### src/tsa_pkg.sv
// tsa_pkg: constants, types and helpers shared by both link ends
// assumes one 125 MHz clock; tag bit period given in ns, rounded up to clock cycles
package tsa_pkg;

  // ----------------------------------------
  // clock and timing
  // ----------------------------------------
  localparam int CLK_MHZ = 125;
  localparam int CLK_NS = 8;
  localparam int TRS_MIN_US = 150;
  localparam int TRS_MAX_US = 1150;
  localparam int TRS_MIN_CYC = (TRS_MIN_US * CLK_MHZ + 0) / 1;
  localparam int TRS_MAX_CYC = (TRS_MAX_US * CLK_MHZ) / 1;
  localparam int TAG_BIT_NS = 25000;
  localparam int TAG_BIT_CYC = (TAG_BIT_NS + CLK_NS - 1) / CLK_NS;
  localparam int WIN_OPEN_QTR = 8;
  localparam int WIN_LEN_QTR = 11;
  localparam int QUIET_BITS = 3;
  localparam int START_BIT = 4;
  localparam int MAX_DELAY = 7;
  localparam int RESP_BITS = 16;
  localparam int FRAME_BITS = 16;
  localparam int FWD_BIT_CYC = 32;

  // ----------------------------------------
  // frame layout, msb sent first
  // ----------------------------------------
  localparam int PE_POS = 15;
  localparam int CODE_MSB = 14;
  localparam int CODE_LSB = 9;
  localparam int SIG_MSB = 8;
  localparam int SIG_LSB = 5;
  localparam int CRC_MSB = 4;
  localparam int SLOT_W = 9;
  localparam logic [8:0] ROUND_RST = 9'h001;

  localparam logic [5:0] CODE_NEXT_SLOT = 6'h02;
  localparam logic [5:0] CODE_STANDBY = 6'h04;
  localparam logic [5:0] CODE_RESET_READY = 6'h06;
  localparam logic [5:0] CODE_INIT_ALL = 6'h0a;
  localparam logic [5:0] CODE_RSV_LO = 6'h0b;
  localparam logic [5:0] CODE_RSV_HI = 6'h0f;
  localparam logic [4:0] CRC_POLY = 5'h09;
  localparam logic [4:0] CRC_PRESET = 5'h09;

  typedef enum logic [4:0] {
    TSA_READY = 5'b00001,
    TSA_QUIET = 5'b00010,
    TSA_SELECTED = 5'b00100,
    TSA_ACTIVE = 5'b01000,
    TSA_STANDBY = 5'b10000
  } tsa_state_t;

  // ----------------------------------------
  // helpers
  // ----------------------------------------
  function automatic logic [4:0] tsa_crc5(input logic [10:0] d);
    logic [4:0] c;
    c = CRC_PRESET;
    for (int i = 10; i >= 0; i--)
    begin
      if (c[4] ^ d[i])
        c = {c[3:0], 1'b0} ^ CRC_POLY;
      else
        c = {c[3:0], 1'b0};
    end
    return c;
  endfunction

  function automatic logic tsa_reserved(input logic [5:0] c);
    return (c == 6'h00) || (c >= CODE_RSV_LO && c <= CODE_RSV_HI);
  endfunction

endpackage

### src/tsa_link_if.sv
// tsa_link_if: logic-level air link between reader end and tag end
// assumes both ends share clk and rst_n
`timescale 1ns/1ps
`default_nettype none
interface tsa_link_if (
  input wire logic clk,
  input wire logic rst_n
);
  logic cmd_start;
  logic cmd_eof;
  logic [15:0] cmd_frame;
  logic reader_mod;
  logic tag_tx;
  logic tag_bit;
  logic [3:0] tag_sig;

  modport tag_end (
    input clk, rst_n, cmd_start, cmd_eof, cmd_frame, reader_mod,
    output tag_tx, tag_bit, tag_sig
  );

  modport reader_end (
    input clk, rst_n, tag_tx, tag_bit, tag_sig,
    output cmd_start, cmd_eof, cmd_frame, reader_mod
  );
endinterface
`default_nettype wire

### src/tsa_tag.sv
// tsa_tag: tag end, acknowledgement command handling and slot arbitration
// assumes the reader end shares clk; commands arrive whole at cmd_eof
`timescale 1ns/1ps
`default_nettype none
// Function
// - half-duplex; commands ignored while transmitting
// - reader acknowledges only inside 2.75-bit window
// - reader measures tag bit clock
// - reader quiet three bits before start
// - reader first falling edge in bit four
// - late slot-advance: stay arbitrating, count up
// - late round-suspend: go suspended, not chosen
// - codes 02 04 06 0a; reserved refused
// - slot-advance: ext bit, code, signature, crc
// - round-suspend: same layout, code 04
// - no reply; respond when counter hits slot
// - matched timely slot-advance silences; else count
// - slot-advance: ready/silenced keep, chosen silenced
// - suspended plus slot-advance: arbitrate and count
// - matched timely round-suspend makes tag chosen
// - other arbitrating tags suspend on round-suspend
// - round-suspend: chosen silenced, ready/silenced/suspended keep
// - reply starts 150 to 1150 us after eof
// - round end: new slot, new signature
// - random 0 to 7 bit delay before reply
module tsa_tag #(
  parameter int TRS_MIN = tsa_pkg::TRS_MIN_CYC,
  parameter int TRS_MAX = tsa_pkg::TRS_MAX_CYC,
  parameter int BIT_CYC = tsa_pkg::TAG_BIT_CYC
) (
  // link
  tsa_link_if.tag_end link,
  // arbitration state
  output var tsa_pkg::tsa_state_t state,
  output logic [8:0] slot_cnt,
  output logic [8:0] chosen_slot,
  output logic [8:0] round_size,
  output logic [3:0] signature,
  output logic answered,
  // events
  output logic ack_pulse,
  output logic drop_pulse
);
  localparam int WIN_OPEN = BIT_CYC * tsa_pkg::WIN_OPEN_QTR / 4;
  localparam int WIN_CLOSE = BIT_CYC
                             * (tsa_pkg::WIN_OPEN_QTR + tsa_pkg::WIN_LEN_QTR) / 4;

  if (TRS_MIN < 1 || BIT_CYC < 4 || TRS_MAX >= (1 << 24)
      || TRS_MIN + tsa_pkg::MAX_DELAY * BIT_CYC >= TRS_MAX)
  begin : g_bad
    $error("tsa_tag: reply delay cannot meet turnaround bounds");
  end

  typedef enum logic [2:0] {
    TX_IDLE = 3'b001,
    TX_WAIT = 3'b010,
    TX_SEND = 3'b100
  } tsa_tx_t;

  tsa_tx_t tx;
  logic [15:0] lfsr;
  logic [23:0] tx_cnt;
  logic [4:0] bit_idx;
  logic [23:0] win_tmr;
  logic win_ok;
  logic [5:0] code;
  logic cmd_take;
  logic frame_ok;
  logic acked;
  logic advance;
  logic restart;
  logic resp_go;
  logic last_bit;
  tsa_pkg::tsa_state_t next_state;
  logic [8:0] next_slot;
  logic [8:0] next_chosen;
  logic [8:0] next_size;
  logic [3:0] next_sig;
  logic next_ack;
  logic next_drop;

  function automatic logic [8:0] pick_slot(input logic [8:0] rnd, input logic [8:0] size);
    return 9'h001 + (rnd & (size - 9'h001));
  endfunction

  // ----------------------------------------
  // frame checks
  // ----------------------------------------
  assign code = link.cmd_frame[tsa_pkg::CODE_MSB:tsa_pkg::CODE_LSB];
  assign cmd_take = link.cmd_eof && (tx != TX_SEND);
  assign frame_ok = !link.cmd_frame[tsa_pkg::PE_POS] && !tsa_pkg::tsa_reserved(code)
                    && tsa_pkg::tsa_crc5(link.cmd_frame[15:5])
                       == link.cmd_frame[tsa_pkg::CRC_MSB:0];
  assign acked = answered && win_ok
                 && link.cmd_frame[tsa_pkg::SIG_MSB:tsa_pkg::SIG_LSB] == signature;
  assign last_bit = (tx == TX_SEND) && (tx_cnt == 24'h000000)
                    && (bit_idx == 5'(tsa_pkg::RESP_BITS - 1));

  // ----------------------------------------
  // command decode
  // ----------------------------------------
  always_comb
  begin
    next_state = state;
    next_slot = slot_cnt;
    next_chosen = chosen_slot;
    next_size = round_size;
    next_sig = signature;
    advance = 1'b0;
    restart = 1'b0;
    next_ack = 1'b0;
    next_drop = 1'b0;
    if (cmd_take && !frame_ok)
      next_drop = 1'b1;
    else if (cmd_take && code == tsa_pkg::CODE_NEXT_SLOT)
    begin
      unique case (state)
        tsa_pkg::TSA_READY, tsa_pkg::TSA_QUIET: ;
        tsa_pkg::TSA_SELECTED: next_state = tsa_pkg::TSA_QUIET;
        tsa_pkg::TSA_ACTIVE:
          // silence or count, late stays active
          if (acked)
          begin
            next_state = tsa_pkg::TSA_QUIET;
            next_ack = 1'b1;
          end
          else
            advance = 1'b1;
        tsa_pkg::TSA_STANDBY:
          begin
            next_state = tsa_pkg::TSA_ACTIVE;
            advance = 1'b1;
          end
      endcase
    end
    else if (cmd_take && code == tsa_pkg::CODE_STANDBY)
    begin
      unique case (state)
        tsa_pkg::TSA_READY, tsa_pkg::TSA_QUIET, tsa_pkg::TSA_STANDBY: ;
        tsa_pkg::TSA_SELECTED: next_state = tsa_pkg::TSA_QUIET;
        tsa_pkg::TSA_ACTIVE:
          if (acked)
          begin
            next_state = tsa_pkg::TSA_SELECTED;
            next_ack = 1'b1;
          end
          else
            next_state = tsa_pkg::TSA_STANDBY;
      endcase
    end
    else if (cmd_take && code == tsa_pkg::CODE_RESET_READY)
    begin
      next_state = tsa_pkg::TSA_READY;
      next_slot = 9'h000;
      next_chosen = 9'h000;
    end
    else if (cmd_take && code == tsa_pkg::CODE_INIT_ALL)
    begin
      unique case (state)
        tsa_pkg::TSA_QUIET: ;
        tsa_pkg::TSA_SELECTED: next_state = tsa_pkg::TSA_QUIET;
        tsa_pkg::TSA_READY, tsa_pkg::TSA_ACTIVE, tsa_pkg::TSA_STANDBY:
          begin
            next_state = tsa_pkg::TSA_ACTIVE;
            next_size = 9'h002 << link.cmd_frame[tsa_pkg::SIG_LSB + 2:tsa_pkg::SIG_LSB];
            restart = 1'b1;
          end
      endcase
    end
    if (restart)
    begin
      next_slot = 9'h001;
      next_chosen = pick_slot(lfsr[8:0], next_size);
      next_sig = lfsr[12:9];
    end
    else if (advance)
    begin
      // round exhausted: new slot and signature
      if (slot_cnt >= round_size)
      begin
        next_slot = 9'h001;
        next_chosen = pick_slot(lfsr[8:0], round_size);
        next_sig = lfsr[12:9];
      end
      else
        next_slot = slot_cnt + 9'h001;
    end
  end

  // reply only when counter meets slot
  assign resp_go = (restart || advance) && (next_slot == next_chosen);

  // ----------------------------------------
  // arbitration registers
  // ----------------------------------------
  always_ff @(posedge link.clk)
  begin
    if (!link.rst_n)
    begin
      state <= tsa_pkg::TSA_READY;
      slot_cnt <= 9'h000;
      chosen_slot <= 9'h000;
      round_size <= tsa_pkg::ROUND_RST;
      signature <= 4'h0;
      ack_pulse <= 1'b0;
      drop_pulse <= 1'b0;
    end
    else
    begin
      state <= next_state;
      slot_cnt <= next_slot;
      chosen_slot <= next_chosen;
      round_size <= next_size;
      signature <= next_sig;
      ack_pulse <= next_ack;
      drop_pulse <= next_drop;
    end
  end

  always_ff @(posedge link.clk)
  begin
    if (!link.rst_n)
      lfsr <= 16'hace1;
    else
      lfsr <= {lfsr[14:0], lfsr[15] ^ lfsr[13] ^ lfsr[12] ^ lfsr[10]};
  end

  // ----------------------------------------
  // reply timing and transmission
  // ----------------------------------------
  always_ff @(posedge link.clk)
  begin
    if (!link.rst_n)
    begin
      tx <= TX_IDLE;
      tx_cnt <= 24'h000000;
      bit_idx <= 5'h00;
      link.tag_tx <= 1'b0;
      link.tag_bit <= 1'b0;
      link.tag_sig <= 4'h0;
    end
    else
    begin
      link.tag_bit <= 1'b0;
      link.tag_sig <= signature;
      unique case (tx)
        TX_IDLE, TX_WAIT:
          if (resp_go)
          begin
            tx <= TX_WAIT;
            tx_cnt <= 24'(TRS_MIN - 1) + 24'(lfsr[15:13]) * 24'(BIT_CYC);
          end
          else if (tx == TX_WAIT && cmd_take)
            tx <= TX_IDLE;
          else if (tx == TX_WAIT && tx_cnt == 24'h000000)
          begin
            tx <= TX_SEND;
            link.tag_tx <= 1'b1;
            link.tag_bit <= 1'b1;
            bit_idx <= 5'h00;
            tx_cnt <= 24'(BIT_CYC - 1);
          end
          else if (tx == TX_WAIT)
            tx_cnt <= tx_cnt - 24'h000001;
        TX_SEND:
          if (last_bit)
          begin
            tx <= TX_IDLE;
            link.tag_tx <= 1'b0;
          end
          else if (tx_cnt == 24'h000000)
          begin
            bit_idx <= bit_idx + 5'h01;
            link.tag_bit <= 1'b1;
            tx_cnt <= 24'(BIT_CYC - 1);
          end
          else
            tx_cnt <= tx_cnt - 24'h000001;
      endcase
    end
  end

  // set at end of reply wins over clear
  always_ff @(posedge link.clk)
  begin
    if (!link.rst_n)
      answered <= 1'b0;
    else if (last_bit)
      answered <= 1'b1;
    else if (cmd_take)
      answered <= 1'b0;
  end

  // ----------------------------------------
  // acknowledgement window
  // ----------------------------------------
  // window from bit two/three for 2.75 bits
  always_ff @(posedge link.clk)
  begin
    if (!link.rst_n)
    begin
      win_tmr <= 24'(WIN_CLOSE);
      win_ok <= 1'b0;
    end
    else
    begin
      if (tx == TX_SEND)
        win_tmr <= 24'h000000;
      else if (win_tmr != 24'(WIN_CLOSE))
        win_tmr <= win_tmr + 24'h000001;
      if (tx == TX_SEND)
        win_ok <= 1'b0;
      else if (link.cmd_start)
        win_ok <= (win_tmr >= 24'(WIN_OPEN)) && (win_tmr < 24'(WIN_CLOSE));
    end
  end
endmodule
`default_nettype wire

### src/flat_wrapper.sv
// flat-port wrapper written by rule: the top's interface ports become plain ports
module tsa_tag_flat 
#(
  parameter int TRS_MIN = tsa_pkg::TRS_MIN_CYC,
  parameter int TRS_MAX = tsa_pkg::TRS_MAX_CYC,
  parameter int BIT_CYC = tsa_pkg::TAG_BIT_CYC
)
  (state, slot_cnt, chosen_slot, round_size, signature, answered, ack_pulse, drop_pulse, clk, rst_n, link_cmd_start, link_cmd_eof, link_cmd_frame, link_reader_mod, link_tag_tx, link_tag_bit, link_tag_sig);
  tsa_link_if link_i (.clk(clk), .rst_n(rst_n));
  output var tsa_pkg::tsa_state_t state;
  output logic [8:0] slot_cnt;
  output logic [8:0] chosen_slot;
  output logic [8:0] round_size;
  output logic [3:0] signature;
  output logic answered;
  output logic ack_pulse;
  output logic drop_pulse;
  input wire logic clk;
  input wire logic rst_n;
  input wire logic [$bits(link_i.cmd_start)-1:0] link_cmd_start;
  input wire logic [$bits(link_i.cmd_eof)-1:0] link_cmd_eof;
  input wire logic [$bits(link_i.cmd_frame)-1:0] link_cmd_frame;
  input wire logic [$bits(link_i.reader_mod)-1:0] link_reader_mod;
  output wire logic [$bits(link_i.tag_tx)-1:0] link_tag_tx;
  output wire logic [$bits(link_i.tag_bit)-1:0] link_tag_bit;
  output wire logic [$bits(link_i.tag_sig)-1:0] link_tag_sig;
  assign link_i.cmd_start = link_cmd_start;
  assign link_i.cmd_eof = link_cmd_eof;
  assign link_i.cmd_frame = link_cmd_frame;
  assign link_i.reader_mod = link_reader_mod;
  assign link_tag_tx = link_i.tag_tx;
  assign link_tag_bit = link_i.tag_bit;
  assign link_tag_sig = link_i.tag_sig;
  tsa_tag #(.TRS_MIN(TRS_MIN), .TRS_MAX(TRS_MAX), .BIT_CYC(BIT_CYC)) u_core (.link(link_i), .state(state), .slot_cnt(slot_cnt), .chosen_slot(chosen_slot), .round_size(round_size), .signature(signature), .answered(answered), .ack_pulse(ack_pulse), .drop_pulse(drop_pulse));
endmodule
### config.mk
export PLATFORM = sky130hd
export DESIGN_NAME = tsa_tag_flat
export DESIGN_NICKNAME = d
export VERILOG_FILES = /design/src/tsa_pkg.sv /design/src/tsa_link_if.sv /design/src/tsa_tag.sv /design/src/flat_wrapper.sv
export SDC_FILE = /design/constraint.sdc
export NUM_CORES = 1
export LEC_CHECK = 0
export CAP_MARGIN = 20
export CORE_MARGIN = 5
export CORE_UTILIZATION = 55
export CTS_CLUSTER_SIZE = 24
export DETAILED_ROUTE_END_ITERATION = 6
export DONT_BUFFER_PORTS = 1
export GPL_TIMING_DRIVEN = 0
export PLACE_DENSITY_LB_ADDON = 0.12
export SYNTH_ARGS = -nofsm -noshare
export SYNTH_HDL_FRONTEND = slang
export SYNTH_SLANG_ARGS = --single-unit
### constraint.sdc
create_clock -name clk -period 7.4 [get_ports clk]
set_input_delay 1.11 -clock clk [delete_from_list [all_inputs] [get_ports clk]]
set_output_delay 1.11 -clock clk [all_outputs]
set_load 0.01 [all_outputs]
After elaboration in Yosys (flattened, before gate mapping) --
Index checks and enable logic that the tools add are counted.
Operators by class: add/sub/neg operators 9, multiply operators 1, div/mod/pow operators 0, magnitude comparators 5, equal/unequal tests 29, shift-type cells 1, mux-type cells 91, bitwise operators 27, reductions and logical operators 40
Operators with widths (number):
- $mux 9 | 20
- $mux 24 | 6
- $mux 4 | 14
- $mux 5 | 11
- $pmux 24 s2 | 1
- $pmux 5 s2 | 3
- $mux 14 | 2
- $mux 1 | 25
- $add 24x1->24 const B | 1
- $ge 24x13->1 const B | 1
- $logic_not 24->1 | 1
- $lt 24x14->1 const B | 1
- $ne 24x14->1 const B | 1
- $sub 24x1->24 const B | 1
- $not 2->2 | 10
- $add 1x9->9 const A | 2
- $and 9x9->9 | 2
- $sub 9x1->9 const B | 2
- $logic_and 1x1->1 | 17
- $add 15x15->16 const A | 1
- $mul 3x12->15 const B | 1
- $pmux 5 s3 | 1
- $eq 6x3->1 const B | 2
- $mux 3 | 4
- other kinds (43) | 73
Word-level totals: register bits 118, bits in latches 0, RAM bits 0, memory bits (read-only) 0, input port bits 21, output and inout port bits 45, memories kept 0

Logic depth before layout (Yosys ltp) --
depth in word-level cells 34, mapped depth 24, gate-level depth less buffers 20

Least setup slack after synthesis --
No wires, ideal clock.
kind input -> register, from input link_cmd_frame[11], to register u_core.tx_cnt[9], library setup time 0.115 ns, arrival time 5.881 ns, path slack 1.404 ns, stages on the path 23, path buffers 4, path through buf_2 -> xor3_1 -> xnor3_1 -> nor3_2 -> o221ai_2 -> buf_4 -> nor3b_2 -> buf_2 -> mux2i_1 -> ha_1 -> nor2b_1 -> nand2_1 -> or3_1 -> nor4_1 -> xor2_1 -> a22oi_1 -> xor2_1 -> nor4_4 -> nand4_4 -> buf_6 -> nor4_1 -> a21oi_1 -> o21a_1
On the way: word-level cells in the longest chain between the ends 22, elaborated cells between the ends (all ways) 69
Ends and longest elaborated chain:
- start, declared | RTL line flat_wrapper.sv:22 | input wire logic [$bits(link_i.cmd_frame)-1:0] link_cmd_frame;
- $xor 1x1->1 | RTL line tsa_pkg.sv:62 | if (c[4] ^ d[i])
- $mux 4 (3 in series) | RTL line tsa_pkg.sv:62
- $not 2->2 (no line)
- $mux 4 | RTL line tsa_pkg.sv:62
- $xor 1x1->1 | RTL line tsa_pkg.sv:62
- $mux 4 (2 in series) | RTL line tsa_pkg.sv:62
- $eq 5x5->1 | RTL line tsa_tag.sv:93 | == link.cmd_frame[tsa_pkg::CRC_MSB:0];
- $logic_and 1x1->1 | RTL line tsa_tag.sv:92 | && tsa_pkg::tsa_crc5(link.cmd_frame[15:5])
- [3 not listed]
- $sub 9x1->9 | RTL line tsa_tag.sv:83 | return 9'h001 + (rnd & (size - 9'h001));
- $and 9x9->9 | RTL line tsa_tag.sv:83
- $add 1x9->9 | RTL line tsa_tag.sv:83
- $mux 9 | RTL line tsa_tag.sv:170 | if (restart)
- $eq 9x9->1 | RTL line tsa_tag.sv:191 | assign resp_go = (restart || advance) && (next_slot == next_chosen);
- $logic_and 1x1->1 * | RTL line tsa_tag.sv:191
- $ne 4x1->1 (no line) (tied with other cells)
- $reduce_and 3->1 (no line) or $pmux 24 s2 (tied branches)
- end signal, assigned | RTL line tsa_tag.sv:251 | tx_cnt <= 24'(TRS_MIN - 1) + 24'(lfsr[15:13]) * 24'(BIT_CYC);
- end signal, assigned | RTL line tsa_tag.sv:261 | tx_cnt <= 24'(BIT_CYC - 1);
- end signal, assigned | RTL line tsa_tag.sv:264 | tx_cnt <= tx_cnt - 24'h000001;
- end, declared | RTL line tsa_tag.sv:62 | logic [23:0] tx_cnt;
Every way passes the cells marked *; elsewhere a longest branch is shown, timed or not. A chain may end at the register's enable or synchronous reset.

Final worst setup path --
Same ends and word-level chain as after synthesis.

==> qor.yml <==
status: "finished, final reports clean"
critPathTopFamily: "simple AND/OR/NAND/NOR gates"
clock_skew_ns: 0.00817
pwr_density_cell_nw_per_um2: 275
cp.arrival_ns: 7.03
io_buffers: 0
cts_sinks: 118
die_w_um: 127
power_frac_comb: 0.282
area.growth.synth_to_final_pct: 11.5
worst_pin_slew_ns: 1.07
io_pins: 66
fmax_ghz: 0.149
power_leakage_nw: 3.34
detail-route-antenna-nets: 0
ir_worst_vdd_v: 0.000332
synth.most_common_cell: "dfxtp_1"
rows: 42
yosysTopAreaCellShare: 0.316
grt_first_pass_wirelength_um: 34000
slew_headroom: 0.284
cts_resized: 0
gp_congestion: 0.937
slowest_delay_ns: 0.50
synth-seq-area-share: 0.316
finalMaxSlewViolations: 0
cts_tree: "built"
cts_setup_buffers: 0
drtPass1Iterations: 5
finalCritPeriodShare: 0.909
vias: 6731
die_h_um: 127
sequentialPowerShare: 0.332
clock_path_buffers: 2
worst-path-max-fanout: 10
initial_utilization: 0.563
yosys-top-cells-area: "dfxtp_1 32%, xnor2_1 5.5%, ha_1 5.4%"
grt_max_degree: 17
async_flop_share: 0
clock_power_share: 0.386
p_int_mw: 1.55
slowest_stage: "xor3_1"
fin_hold_ws_ns: 0.463
syn_inst: 901
cp_cell_sequence: "buf_2 > xor3_1 > xnor3_1 > and3_1 > o221ai_2 > buf_4 > nand3b_1 > buf_2 > nand2_1 > ha_1 > nand2b_1 > o221ai_1 > or3_1 > nor4_1 > xor2_1 > a22oi_1 > xor2_1 > nor4_4 > nand4_4 > buf_6 > nor4_1 > a21oi_1 > o21a_1"
synth_ff_type: "dfxtp_1"
h-tree-depth: 4
yosysUniqueCellTypes: 78
synthTopCellsByCount: "118 x dfxtp_1, 104 x nor2_1, 66 x nand2_1, 53 x a21oi_1, 47 x xnor2_1"
grt.total_usage: 0.263
wl_per_cell_um: 19.0
antennaDiodeCount: 0
endpoint_kind: "flip-flop"
cts_root_buffer: "clkbuf_16"
synth_area_um2: 7480
route.detailed.drc: 0
setup_viol: 0
cts_made_buffers: 17
fill_cells: 1161
grt_pass1_vias: 6626
holdBufCountCts: 0
tns_ns: 0
yosys.area.top_type: "dfxtp_1"
dieArea_um2: 16000
final_nets: 978
coreArea_um2: 13300
hold_path_class: "flip-flop to flip-flop"
p_sw_frac: 0.325
synth_seq_cells: 118
drt_iter0_markers: 694
clk_latency_ns: 0.41
cap_violations: 0
synth_area_per_cell_um2: 8.31
hpwl_um: 15800
path_buf_inv: 4
wl_um: 21100
crit_type: "input pin to flip-flop"
drive_above_1_share: 0.0857
clk_pin_slew_ns: 0.05
synth-edff-count: 0
syn-num-nets: 957
vias_per_cell: 6.07
finalHoldViolCount: 0
overflow: 0
period_needed_ns: 6.73
rsz0062_at_grt: "no"
critPathLaunchType: "input pin"
switchingPower_mw: 0.745
crit_required_ns: 7.70
yosysWarnings: 0
antenna_found_initial: 0
==> cells by family (layout without fill, tap and decap cells) <==
kind of cell,count (synthesis),in the layout,synth area share
xor+xnor,87,87,0.113
flops,118,118,0.316
simple gates,377,377,0.267
fa+ha+maj,35,35,0.0615
buf+inv,73,105,0.0411
compound gates,194,194,0.179
mux,17,17,0.0227
==> power groups by stage <==
| stage | clock [mW] | combinational [mW] | sequential (mW) |
|---|---|---|---|
| after global routing | 0.928 | 0.716 | 0.770 |
| after CTS | 0.893 | 0.635 | 0.760 |
| final | 0.885 | 0.645 | 0.762 |
| after global placement | 0 | 0.614 | 0.768 |
| after floorplan | 0 | 0.509 | 0.755 |
| after detailed placement | 0 | 0.627 | 0.772 |
==> sequential cells by signal, summed over array words and instances (netlist names) <==
name	flops
u_core.tx_cnt	24
u_core.win_tmr	24
u_core.lfsr	16
u_core.chosen_slot	9
u_core.round_size	9
u_core.slot_cnt	9
u_core.bit_idx	5
u_core.state	5
u_core.link.tag_sig	4
u_core.signature	4
u_core.tx	3
u_core.ack_pulse	1
u_core.answered	1
u_core.drop_pulse	1
u_core.link.tag_bit	1
u_core.link.tag_tx	1
u_core.win_ok	1
==> cell usage in the layout (no fill, tap or decap), types with 7 or more instances in the layout <==
master     count
nand3_1       30
nand2b_1      15
inv_1         36
nor2b_1        9
and3_1        19
xnor2_1       47
nor3_1        26
o211ai_1      12
a21o_1        13
clkbuf_1      21
a21oi_1       53
a22oi_1        7
nor4_1        15
clkbuf_16     17
nand2_1       66
mux2i_1       17
o21a_1        10
dfxtp_1      118
and2_1        30
nor3b_1        7
or3_1          7
nor2_1       104
a211oi_1       7
ha_1          32
buf_2         12
xor2_1        34
o21ai_0       36
==> final cells by class <==
type                    instances  area [um^2]  area share
well taps                     176          220      0.0264
multi-input cells             710         4810       0.577
clock buffers                  22          484      0.0580
flip-flops and latches        118         2360       0.283
repair buffers                  2         8.76     0.00105
inverters                      36          135      0.0162
clock inverters                 8          146      0.0175
plain buffers                  37          173      0.0207
==> stage by stage <==
step / power (mW) / instance area, um^2 / std cells / util / setup slack [ns]
after floorplan: 1.26 / 7480 / 901 / - / 1.40
final: 2.29 / 8340 / 1109 / 0.628 / 0.673
after detailed placement: 1.40 / 7710 / 1079 / 0.580 / 0.312
after global placement: 1.38 / 7700 / 1077 / 0.579 / 0.403
after CTS: 2.29 / 8340 / 1109 / 0.628 / 0.736
after global routing: 2.41 / 8340 / 1109 / 0.628 / 0.260
==> routing by layer <==
layer  up-vias  routed length (um)  GRT usage
met1      3168                9110      0.333
met4         0                 720      0.126
li1       3248                   -          -
met2       264                9850      0.428
met5         -                   0          0
met3        51                1440     0.0525
==> final timing paths <==
check                          start           endpoint  slack, ns  cells after the start
setup / recovery  link_cmd_frame[11]   u_core.tx_cnt[9]       0.67                     23
hold / removal     u_core.bit_idx[4]  u_core.bit_idx[4]       0.46                      2
setup reg to reg     u_core.state[3]   u_core.tx_cnt[9]       1.28                     20
hold reg to reg    u_core.bit_idx[4]  u_core.bit_idx[4]       0.46                      2
==> worst register-to-register path, stage by stage (launching register included) <==
cell,delay (ns)
dfxtp_1,0.50
xnor2_1,0.12
a2111oi_0,0.63
buf_1,0.25
and4_1,0.27
nor3b_2,0.30
buf_2,0.32
mux2i_1,0.27
ha_1,0.35
o221ai_1,0.25
or3_1,0.38
nor4_1,0.34
xor2_1,0.15
a22oi_1,0.30
xor2_1,0.17
nor4_4,0.20
nand4_4,0.25
buf_6,0.24
nor4_1,0.44
a21oi_1,0.08
o21a_1,0.20
Note: power is estimated with default switching activity, not from simulation.
